`src/usb_out_ep_defines.svh`:
```
// Register offsets, field positions, reset values and the function list of the out endpoint block
//
// Function
// - One size byte sets both X and Y buffer capacities identically.
// - Size byte counts eight-byte units; capacity equals value times eight.
// - X buffer start is 11 bits; bits 10:3 come from base byte.
// - Low three bits of X base are forced to zero.
// - Configuration bit 7 enables the out endpoint.
// - Configuration bit 6 selects isochronous, else control, interrupt or bulk.
// - Non-isochronous: toggle bit 5 after a valid packet with matching PID.
// - Configuration bit 4 selects X and Y buffers; zero uses X only.
// - Bit 3 stalls all but setup; overlong control write sets it, interrupts.
// - Configuration bit 2 gates the endpoint interrupt toward the MCU.
// - Good packet into X sets no-acknowledge; non-isochronous NACK until cleared.
`ifndef USB_OUT_EP_DEFINES_SVH
`define USB_OUT_EP_DEFINES_SVH

// ****************************************************************
// Register byte offsets
// ****************************************************************
`define OEP_OFS_BUF_SIZE 5'h00
`define OEP_OFS_X_BASE 5'h04
`define OEP_OFS_CONFIG 5'h08
`define OEP_OFS_X_COUNT 5'h0C
`define OEP_OFS_INT_STAT 5'h10
`define OEP_OFS_INT_MASK 5'h14

// ****************************************************************
// Configuration byte fields and the count byte no-acknowledge bit
// ****************************************************************
`define OEP_CFG_ENABLE 7
`define OEP_CFG_ISO 6
`define OEP_CFG_TOGGLE 5
`define OEP_CFG_DUAL 4
`define OEP_CFG_STALL 3
`define OEP_CFG_IE 2
`define OEP_CFG_WMASK 8'hFC
`define OEP_CNT_NACK 7

// ****************************************************************
// Interrupt status bits
// ****************************************************************
`define OEP_INT_RX 0
`define OEP_INT_STALL 1
`define OEP_INT_WMASK 8'h03

// ****************************************************************
// Reset values and address scaling
// ****************************************************************
`define OEP_RST_BYTE 8'h00
`define OEP_UNIT_SHIFT 3'h3

`endif

```
`src/usb_out_ep_pkg.sv`:
```
// Types shared by the out endpoint configuration and buffer control block
package usb_out_ep_pkg;

  // Handshake answer toward the serial engine
  typedef enum logic [1:0] {
    HS_NONE,
    HS_ACK,
    HS_NAK,
    HS_STALL
  } handshake_t;

  // Token arriving for this endpoint
  typedef struct packed {
    logic valid;
    logic setup;
  } token_t;

  // End of an out data stage
  typedef struct packed {
    logic valid;
    logic pid_ok;
    logic overrun;
    logic [6:0] len;
  } pkt_end_t;

  // Buffer view driven to the buffer manager datapath
  typedef struct packed {
    logic [10:0] x_base;
    logic [10:0] size_bytes;
    logic dual;
  } buf_view_t;

endpackage

```
`src/usb_out_ep_cfg.sv`:
```
// Out endpoint configuration registers, handshake decision and AHB-Lite slave
//
// The address map and the AHB-Lite slave port were left to the implementer.
`timescale 1ns/1ps
`include "usb_out_ep_defines.svh"

module usb_out_ep_cfg (
  input wire logic i_ref_clk, // 20 MHz clock
  input wire logic i_sys_rst, // Synchronous reset, active high
  input wire logic i_hsel, // AHB slave select
  input wire logic [31:0] i_haddr, // AHB address
  input wire logic [1:0] i_htrans, // AHB transfer type
  input wire logic i_hwrite, // AHB write
  input wire logic [2:0] i_hsize, // AHB size
  input wire logic [31:0] i_hwdata, // AHB write data
  input wire logic i_hready, // AHB bus ready
  output logic o_hreadyout, // AHB slave ready
  output logic o_hresp, // AHB response, always OKAY
  output logic [31:0] o_hrdata, // AHB read data
  input wire usb_out_ep_pkg::token_t i_token, // Token for this endpoint
  input wire usb_out_ep_pkg::pkt_end_t i_pkt_end, // Out data stage finished
  output usb_out_ep_pkg::handshake_t o_handshake, // Answer to token, one cycle
  output usb_out_ep_pkg::buf_view_t o_buf_view, // Buffer addresses and mode
  output logic o_irq // Endpoint interrupt, level
);

  // ****************************************************************
  // Register state
  // ****************************************************************
  logic [7:0] size_q, size_d;
  logic [7:0] base_q, base_d;
  logic [7:0] cfg_q, cfg_d;
  logic [7:0] cnt_q, cnt_d;
  logic [7:0] stat_q, stat_d;
  logic [7:0] mask_q, mask_d;
  logic wr_pend_q, wr_pend_d;
  logic [4:0] wr_addr_q, wr_addr_d;
  logic [31:0] rdata_q, rdata_d;
  logic irq_q, irq_d;
  usb_out_ep_pkg::handshake_t hs_q, hs_d;
  usb_out_ep_pkg::buf_view_t view_q, view_d;
  logic addr_ok;
  logic [7:0] wbyte;
  logic good_pkt;
  logic hw_stall;
  logic cfg_wr;
  logic cnt_wr;
  logic stat_wr;

  // Address phase accepted while bus ready
  assign addr_ok = i_hsel && i_htrans[1] && i_hready;
  assign wbyte = i_hwdata[7:0];
  // Packet accepted by an enabled endpoint with a matching PID
  assign good_pkt = i_pkt_end.valid && i_pkt_end.pid_ok && cfg_q[`OEP_CFG_ENABLE];
  // Overlong control write on a non-isochronous endpoint
  assign hw_stall = i_pkt_end.valid && i_pkt_end.overrun && !cfg_q[`OEP_CFG_ISO];
  // Software write strobes to registers that hardware also updates
  assign cfg_wr = wr_pend_q && (wr_addr_q == `OEP_OFS_CONFIG);
  assign cnt_wr = wr_pend_q && (wr_addr_q == `OEP_OFS_X_COUNT);
  assign stat_wr = wr_pend_q && (wr_addr_q == `OEP_OFS_INT_STAT);

  // ****************************************************************
  // Bus slave next state
  // ****************************************************************
  always_comb begin
    wr_pend_d = addr_ok && i_hwrite;
    wr_addr_d = addr_ok ? i_haddr[4:0] : wr_addr_q;
    rdata_d = rdata_q;
    if (addr_ok && !i_hwrite) begin
      case (i_haddr[4:0])
        `OEP_OFS_BUF_SIZE: rdata_d = {24'h000000, size_q};
        `OEP_OFS_X_BASE: rdata_d = {24'h000000, base_q};
        `OEP_OFS_CONFIG: rdata_d = {24'h000000, cfg_q};
        `OEP_OFS_X_COUNT: rdata_d = {24'h000000, cnt_q};
        `OEP_OFS_INT_STAT: rdata_d = {24'h000000, stat_q};
        `OEP_OFS_INT_MASK: rdata_d = {24'h000000, mask_q};
        default: rdata_d = 32'h00000000;
      endcase
    end
  end

  // ****************************************************************
  // Register next state, hardware updates win over software clears
  // ****************************************************************
  always_comb begin
    size_d = size_q;
    base_d = base_q;
    cfg_d = cfg_q;
    cnt_d = cnt_q;
    stat_d = stat_q;
    mask_d = mask_q;
    if (wr_pend_q) begin
      case (wr_addr_q)
        `OEP_OFS_BUF_SIZE: size_d = wbyte;
        `OEP_OFS_X_BASE: base_d = wbyte;
        `OEP_OFS_CONFIG: cfg_d = wbyte & `OEP_CFG_WMASK;
        `OEP_OFS_X_COUNT: cnt_d = wbyte;
        `OEP_OFS_INT_STAT: stat_d = stat_q & ~(wbyte & `OEP_INT_WMASK);
        `OEP_OFS_INT_MASK: mask_d = wbyte & `OEP_INT_WMASK;
        default: size_d = size_q;
      endcase
    end
    // Good packet lands in X: count and no-acknowledge flag
    if (good_pkt) begin
      cnt_d = {1'b1, i_pkt_end.len};
      stat_d[`OEP_INT_RX] = 1'b1;
      if (!cfg_q[`OEP_CFG_ISO]) begin
        cfg_d[`OEP_CFG_TOGGLE] = ~cfg_d[`OEP_CFG_TOGGLE];
      end
    end
    // Overlong control write stalls the endpoint
    if (hw_stall) begin
      cfg_d[`OEP_CFG_STALL] = 1'b1;
      stat_d[`OEP_INT_STALL] = 1'b1;
    end
  end

  // ****************************************************************
  // Handshake decision and outputs
  // ****************************************************************
  always_comb begin
    hs_d = usb_out_ep_pkg::HS_NONE;
    if (i_token.valid && cfg_q[`OEP_CFG_ENABLE]) begin
      if (cfg_q[`OEP_CFG_STALL] && !i_token.setup) begin
        hs_d = usb_out_ep_pkg::HS_STALL;
      end else if (cnt_q[`OEP_CNT_NACK] && !cfg_q[`OEP_CFG_ISO] && !i_token.setup) begin
        hs_d = usb_out_ep_pkg::HS_NAK;
      end else begin
        hs_d = usb_out_ep_pkg::HS_ACK;
      end
    end
    view_d.x_base = {base_q, 3'b000};
    view_d.size_bytes = {size_q, 3'b000};
    view_d.dual = cfg_q[`OEP_CFG_DUAL];
    irq_d = cfg_q[`OEP_CFG_IE] && |(stat_q & mask_q);
  end

  // Register all state
  always_ff @(posedge i_ref_clk) begin
    if (i_sys_rst) begin
      size_q <= `OEP_RST_BYTE;
      base_q <= `OEP_RST_BYTE;
      cfg_q <= `OEP_RST_BYTE;
      cnt_q <= `OEP_RST_BYTE;
      stat_q <= `OEP_RST_BYTE;
      mask_q <= `OEP_RST_BYTE;
      wr_pend_q <= 1'b0;
      wr_addr_q <= 5'h00;
      rdata_q <= 32'h00000000;
      irq_q <= 1'b0;
      hs_q <= usb_out_ep_pkg::HS_NONE;
      view_q <= '0;
    end else begin
      size_q <= size_d;
      base_q <= base_d;
      cfg_q <= cfg_d;
      cnt_q <= cnt_d;
      stat_q <= stat_d;
      mask_q <= mask_d;
      wr_pend_q <= wr_pend_d;
      wr_addr_q <= wr_addr_d;
      rdata_q <= rdata_d;
      irq_q <= irq_d;
      hs_q <= hs_d;
      view_q <= view_d;
    end
  end

  assign o_hreadyout = 1'b1;
  assign o_hresp = 1'b0;
  assign o_hrdata = rdata_q;
  assign o_handshake = hs_q;
  assign o_buf_view = view_q;
  assign o_irq = irq_q;
endmodule

```
`config.mk`:
```
export PLATFORM = sky130hd
export DESIGN_NAME = usb_out_ep_cfg
export DESIGN_NICKNAME = d
export VERILOG_FILES = /design/src/usb_out_ep_pkg.sv /design/src/usb_out_ep_cfg.sv
export VERILOG_INCLUDE_DIRS = /design/src /design/src/src
export SDC_FILE = /design/constraint.sdc
export NUM_CORES = 1
export LEC_CHECK = 0
export ABC_AREA = 1
export BUFFER_PORTS_ARGS = -buffer_cell sky130_fd_sc_hd__buf_2
export CAP_MARGIN = 20
export CELL_PAD_IN_SITES_DETAIL_PLACEMENT = 1
export CELL_PAD_IN_SITES_GLOBAL_PLACEMENT = 2
export CORE_MARGIN = 2
export CORE_UTILIZATION = 25
export DETAILED_ROUTE_END_ITERATION = 10
export PLACE_DENSITY_LB_ADDON = 0.2
export REMOVE_ABC_BUFFERS = 1
export SYNTH_ARGS = -nofsm -noshare
export SYNTH_HDL_FRONTEND = slang
export SYNTH_SLANG_ARGS = --single-unit
export TNS_END_PERCENT = 50
```
`constraint.sdc`:
```
create_clock -name i_ref_clk -period 3.25 [get_ports i_ref_clk]
set_clock_uncertainty 0.2 [all_clocks]
set_input_delay 0.65 -clock i_ref_clk [delete_from_list [all_inputs] [get_ports i_ref_clk]]
set_output_delay 0.65 -clock i_ref_clk [all_outputs]
set_load 0.05 [all_outputs]
```
==> results.ini, run 1 <==
[finish]
diodes = 0
post-route-util_pct = 30.85
drive_above_1_share_pct = 20.44
syn_to_final_growth_pct = 19.39
nFillCells = 1435
nets = 532

[floorplan]
io_pins = 146
start_util_pct = 25.84
die_w_um = 113.3
rows = 39
die_y_um = 113.3
dieArea_um2 = 12840
core_area_um2 = 11560

[worst_hold_path]
whs_path_depth = 2
hold_start = base_q[6]
hold_class = reg -> reg
whs_endpoint = o_buf_view[21]

[drt]
ant_nets = 0
routed_wirelength_mm = 8.923
detail_route.first_pass.iterations = 4
vias = 2660
post-route-drc-count = 0
wl_per_cell_um = 15.05
first_iter_violations = 100
viasPerCell = 4.486

[synth]
synth_edf_count = 0
synth-main-ff-cell = dfxtp_1
ys_seq_area_share_pct = 45.56
synth-seq-cells = 68
synth_most_common_cell = dfxtp_1
ys_warn_count = 0
synth.top_cell.area_share_pct = 45.56
synth_area_um2 = 2988
ys_top_cells_by_area = dfxtp_1, buf_4, a21oi_1
syn_inst = 389
synth_area_leader_cell = dfxtp_1
synth_cell_types = 26
synth_area_per_cell_um2 = 7.681
async_flop_share_pct = 0
yosys-top-cells-count = dfxtp_1, nand2_1, a21oi_1, inv_1, o21ai_0

[clock_network]
numCtsBuffers = 9
cts_resized = 0
postCtsHoldBufs = 0
clockRootBuffer = clkbuf_16
clkLatencyLatePin_ns = 0.33
clock_path_buffers = 2
htree_levels = 3
post-cts-setup-buffers = 0
clk_pin_slew_ns = 0.06
cts.sinks = 68
cts_tree = yes

[global_route]
grt_pass1_vias = 2648
grt.overflow.total = 0
track_usage_pct = 14.59
grt_max_degree = 36
grt_pass1_wl_mm = 14.35
antenna_found_initial = 0

[timing]
rsz0062_at_grt = false
fmax_mhz = 521.8
relSlewSlack_pct = 56.00
fin_crit_ns = 1.917
period_share_pct = 58.97
final_max_slew_viol_count = 0
tightest_slew_ns = 0.6593
setup_ws_ns = 1.333
finalSetupTns_ns = 0
hold_violations = 0
setup_violations = 0

[worst_setup_path]
r2r-start = cfg_q[7]
cp-end-kind = flop
start_kind = input port
r2r_setup_slack_ns = 1.33
worstPathArrival_ns = 1.92
slowest_delay_ns = 0.42
cp_slowest_cell = nand3_1
r2r_cells = 5
r2r_end = cnt_q[1]
critPathMaxFanout = 12
crit_path_cell_trace = buf_2 > nand3_1 > o21ai_2 > inv_1 > nand2_1 > a21oi_1
critPathKind = in -> reg
cp.required_ns = 3.26

[job]
drv_cap = 0

[placed_design]
portBuffers = 58
dp_hpwl_mm = 6.292
dp_slack_ns = 0.9523
routabilityCongestion = 0.7639

[power]
ir_worst_vdd_mv = 0.2294
power_leakage_nw = 1.579
powerDensity_nw_per_um2 = 561.9

[run_status]
status = complete, no violations

worst max-delay path: cells and delay by family:
family	cells	cell delay (ns)
buffers and inverters	2	0.27
and+or+nand+nor	2	0.51
AOI/OAI and AO/OA	2	0.48
stage by stage:
stage,power [mW],hold WS (ns),std cells,area [µm²]
2_1_floorplan,0.9934,0.2241,371,2768
3_3_place_gp,1.056,0.2450,578,3282
3_5_place_dp,1.058,0.2433,578,3282
4_1_cts,2.031,0.2517,593,3567
5_1_grt,2.086,0.2703,593,3567
6_report,2.004,0.2483,593,3567
area by class of cell:
type	instances	area (µm²)	area share [%]
Clock buffer	13	250.2	7.015
Clock inverter	2	35.03	0.9821
Inverter	43	161.4	4.525
Multi-Input combinational cell	260	1245	34.90
Sequential cell	68	1361	38.16
Tap cell	143	178.9	5.016
Timing Repair Buffer	64	335.3	9.400
cell families (layout without fill, tap and decap cells):
kind of cell / count (synthesis) / count (layout) / share of synthesized area (%)
AND/OR/NAND/NOR: 129 / 129 / 20.43
AO/OA/AOI/OAI: 99 / 99 / 17.21
buffers and inverters: 91 / 122 / 16.54
flip-flops: 68 / 68 / 45.56
other: 2 / 32 / 0.2513
layer usage:
layer	wire length (µm)	track usage (%)	up-vias
met3	305	1.928	14
met1	4225	18.75	1248
met2	4179	24.35	72
met5	0	0	-
li1	-	-	1326
met4	214	6.667	0
state kept, by name (all words and copies together), names as in the netlist:
name and flops:
cfg_q 6, stat_q 2, cnt_q 8, o_irq 1, base_q 8, wr_addr_q 5, size_q 8, o_handshake 2
o_hrdata 8, mask_q 2, o_buf_view 17, wr_pend_q 1
where the power goes:
group / internal (mW) / switching, mW / leakage (nW)
Combinational: 0.0325 / 0.157 / 0.890
Sequential: 0.843 / 0.00639 / 0.549
Clock: 0.610 / 0.356 / 0.140
placed cells by master (no fill, tap or decap), types with 3 or more instances in the layout:
cell type / n
a21oi_1: 43
a31oi_1: 4
buf_2: 58
buf_4: 6
clkbuf_1: 3
clkbuf_16: 9
conb_1: 32
dfxtp_1: 68
inv_1: 39
inv_2: 4
nand2_1: 50
nand3_1: 26
nand4_1: 12
nor2_1: 28
nor2_4: 5
o21ai_0: 39
o21ai_1: 8
worst max path at each step:
stage / start / cells past startpoint / to / slack (ns)
after global routing: i_haddr[2] / 7 / o_hrdata[6] / 1.15
after CTS: cfg_q[7] / 5 / cnt_q[1] / 1.30
final: i_pkt_end[9] / 6 / cnt_q[1] / 1.33
after floorplan: i_haddr[0] / 5 / o_hrdata[3] / 1.35
after detailed placement: i_pkt_end[9] / 6 / cnt_q[1] / 0.95
after global placement: i_haddr[2] / 7 / o_hrdata[6] / 0.98
(Power assumes the default switching activity.)
==> run 2: changes to the inputs <==
Settings changed: CORE_UTILIZATION 25 to 24.
Clock period 3.25 ns to 1.9 ns, I/O delays scaled along.
==> results.ini, run 2 (synthesis results as in run 1) <==
[run_status]
status = complete, no violations

[floorplan]
die_y_um = 115.6
die_w_um = 115.6
start_util_pct = 24.77
dieArea_um2 = 13360
io_pins = 146
rows = 40
core_area_um2 = 12060

[clock_network]
htree_levels = 3
cts.sinks = 68
cts_tree = yes
clock_path_buffers = 2
post-cts-setup-buffers = 0
cts_resized = 0
clkLatencyLatePin_ns = 0.33
clockRootBuffer = clkbuf_16
clk_pin_slew_ns = 0.05
postCtsHoldBufs = 0
numCtsBuffers = 9

[timing]
setup_ws_ns = 0.2645
final_max_slew_viol_count = 0
setup_violations = 0
rsz0062_at_grt = false
hold_violations = 0
finalSetupTns_ns = 0
period_share_pct = 86.08
fin_crit_ns = 1.636
fmax_mhz = 611.4

[global_route]
grt.overflow.total = 0
antenna_found_initial = 0
grt_max_degree = 33
grt_pass1_vias = 2586
grt_pass1_wl_mm = 14.10
track_usage_pct = 14.17

[placed_design]
dpl_cell_area_um2 = 3433
portBuffers = 58
dp_slack_ns = 0.2145
dp_hpwl_mm = 6.449
routabilityCongestion = 0.7634

[drt]
viasPerCell = 4.210
ant_nets = 0
wl_per_cell_um = 14.07
vias = 2652
post-route-drc-count = 0
first_iter_violations = 114
detail_route.first_pass.iterations = 4
routed_wirelength_mm = 8.865

[power]
power_leakage_nw = 1.648
ir_worst_vdd_mv = 0.2840
powerDensity_nw_per_um2 = 914.1

[worst_setup_path]
r2r_cells = 6
cp.required_ns = 1.91
r2r_end = base_q[2]
crit_path_end = base_q[2]
start_kind = flop
critPathMaxFanout = 16
r2r-start = wr_addr_q[0]
cp-startpoint = wr_addr_q[0]
worstPathArrival_ns = 1.64
cp-end-kind = flop
r2r_setup_slack_ns = 0.26
critPathKind = reg -> reg

[worst_hold_path]
hold_class = in -> reg

[finish]
layout_commonest_cell = dfxtp_1
layout_common_cells = dfxtp_1, buf_2, nand2_1
diodes = 0
largest_reg_flops = 17
nFillCells = 1495
drive_above_1_share_pct = 23.16
design_area_um2 = 3722
syn_to_final_growth_pct = 24.58
post-route-util_pct = 30.86
nets = 543

[job]
drv_cap = 0

run 2: through the flow:
step	hold WS (ns)	std cells	power, mW
CTS	0.02524	630	3.449
finish	0.02957	630	3.402
global route	0.02154	630	3.544
floorplan	0.2241	371	1.699
global placement	0.2446	614	1.828
detailed placement	0.2476	614	1.832
run 2: final cells by class:
class                           instances  area (µm²)  share of cell area, %
Tap cell                              168       210.2                  5.647
Inverter                               43       161.4                  4.336
Clock buffer                           12       266.5                  7.160
Multi-Input combinational cell        260        1245                  33.45
Sequential cell                        68        1361                  36.57
Clock inverter                          4       22.52                 0.6050
Timing Repair Buffer                   75       455.4                  12.24
run 2: report_power, final:
part           switching [mW]  internal, mW  total, mW  leakage (nW)
sequential             0.0109          1.44       1.45         0.549
combinational           0.273        0.0714      0.345         0.955
clock                   0.623         0.983       1.61         0.144
total                   0.907          2.50       3.40          1.65
run 2: metal layers:
layer	vias up	GRT usage, %	part of all wire, %
li1	1349	-	-
met1	1228	18.95	49
met2	64	22.57	45
met3	11	2.406	4.0
met4	0	6.024	1.8
met5	-	0	0
run 2: critical path, stage by stage (launching register included):
cell and delay, ns:
dfxtp_1 0.33, nor2_4 0.16, nand2_2 0.13, nor2_4 0.14, nand2_2 0.24, o21ai_0 0.25, a21oi_1 0.06
run 2: worst min-delay path by stage:
stage,slack [ns],start,endpoint,cells past startpoint
6_report,0.03,i_token[0],o_handshake[1],2
5_1_grt,0.02,i_token[0],o_handshake[1],2
4_1_cts,0.03,i_token[0],o_handshake[1],2
3_5_place_dp,0.25,size_q[2],o_buf_view[6],2
3_3_place_gp,0.24,size_q[5],o_buf_view[9],2
2_1_floorplan,0.22,base_q[0],o_buf_view[15],2
==> run 3: changes to the inputs <==
Settings changed: CELL_PAD_IN_SITES_GLOBAL_PLACEMENT 2 to 1, CORE_ASPECT_RATIO set to 0.6, CORE_UTILIZATION 24 to 25.
==> results.ini, run 3 (synthesis results as in run 1) <==
[floorplan]
die_w_um = 145.1
die_y_um = 88.68
io_pins = 146
core_area_um2 = 11490
dieArea_um2 = 12870
rows = 30
start_util_pct = 26.01

[placed_design]
dp_cells = 604
dp_hpwl_mm = 7.034
dp_slack_ns = 0.2018
dpl_cell_area_um2 = 3421
portBuffers = 58
routabilityCongestion = 0.8318

[power]
fin_total_pwr_mw = 3.640
power_leakage_nw = 1.654
powerDensity_nw_per_um2 = 971.7
ir_worst_vdd_mv = 0.4384

[worst_setup_path]
r2r_setup_slack_ns = 0.26
critPathKind = reg -> reg
critPathMaxFanout = 16
cp.required_ns = 1.91
cp-end-kind = flop
worstPathArrival_ns = 1.65
start_kind = flop

[drt]
vias = 2684
first_iter_violations = 94
ant_nets = 0
post-route-drc-count = 0
viasPerCell = 4.329
wl_per_cell_um = 15.07
routed_wirelength_mm = 9.342
detail_route.first_pass.iterations = 4

[global_route]
track_usage_pct = 15.32
grt_pass1_wl_mm = 14.88
grtUsageMet2_pct = 22.51
antenna_found_initial = 0
use_met1_pct = 21.67
grt.overflow.total = 0
grt_pass1_vias = 2732
met3_usage_pct = 5.000
grt_busiest_layer = met2
grt_max_degree = 33

[timing]
rsz0062_at_grt = false
fmax_mhz = 609.9
setup_ws_ns = 0.2605
finalSetupTns_ns = 0
period_share_pct = 86.29
fin_crit_ns = 1.640
holdWs_ns = 0.02195
setup_violations = 0
hold_violations = 0
final_max_slew_viol_count = 0

[finish]
layout_commonest_cell = dfxtp_1
final_cells = 620
diodes = 0
design_area_um2 = 3746
layout_common_cells = dfxtp_1, buf_2, nand2_1
nFillCells = 1433
drive_above_1_share_pct = 22.83
syn_to_final_growth_pct = 25.38
post-route-util_pct = 32.61
largest_reg_flops = 17
nets = 541

[clock_network]
post-cts-setup-buffers = 0
cts.sinks = 68
clock_path_buffers = 2
cts_tree = yes
clk_pin_slew_ns = 0.06
htree_levels = 3
postCtsHoldBufs = 0
cts_resized = 0
numCtsBuffers = 9
clkLatencyLatePin_ns = 0.34
clockRootBuffer = clkbuf_16

[run_status]
status = complete, no violations

[worst_hold_path]
hold_class = in -> reg

[job]
drv_cap = 0

## run 3: layout make-up
cell class | instances | area (µm²) | share of cell area, %
tap | 160 | 200.2 | 5.344
multi-input combinational | 260 | 1245 | 33.23
clock inverter | 6 | 86.33 | 2.305
sequential | 68 | 1361 | 36.34
clock buffer | 10 | 239.0 | 6.379
inverter | 43 | 161.4 | 4.309
timing repair buffer | 73 | 452.9 | 12.09
## run 3: layer usage
layer	vias to the layer above	routed length, µm
met4	0	70
met3	9	516
met1	1269	4904
li1	1340	-
met5	-	0
met2	66	3851
## run 3: path summary, 6_finish.rpt
check / depth (start not counted) / from / end
max: 6 / wr_addr_q[0] / base_q[3]
max reg2reg: 6 / wr_addr_q[0] / base_q[3]
min reg2reg: 2 / size_q[6] / o_buf_view[10]
min: 2 / i_token[0] / o_handshake[1]
## run 3: power by group
part / switching, mW / internal (mW)
clock network: 0.660 / 1.18
registers: 0.0110 / 1.44
logic: 0.274 / 0.0695
total: 0.945 / 2.70
## run 3: worst max-delay path: stages (launching register included)
cell,delay [ns]
dfxtp_1,0.33
nor2_4,0.16
nand2_2,0.12
nor2_4,0.15
nand2_2,0.25
o21ai_0,0.24
a21oi_1,0.06
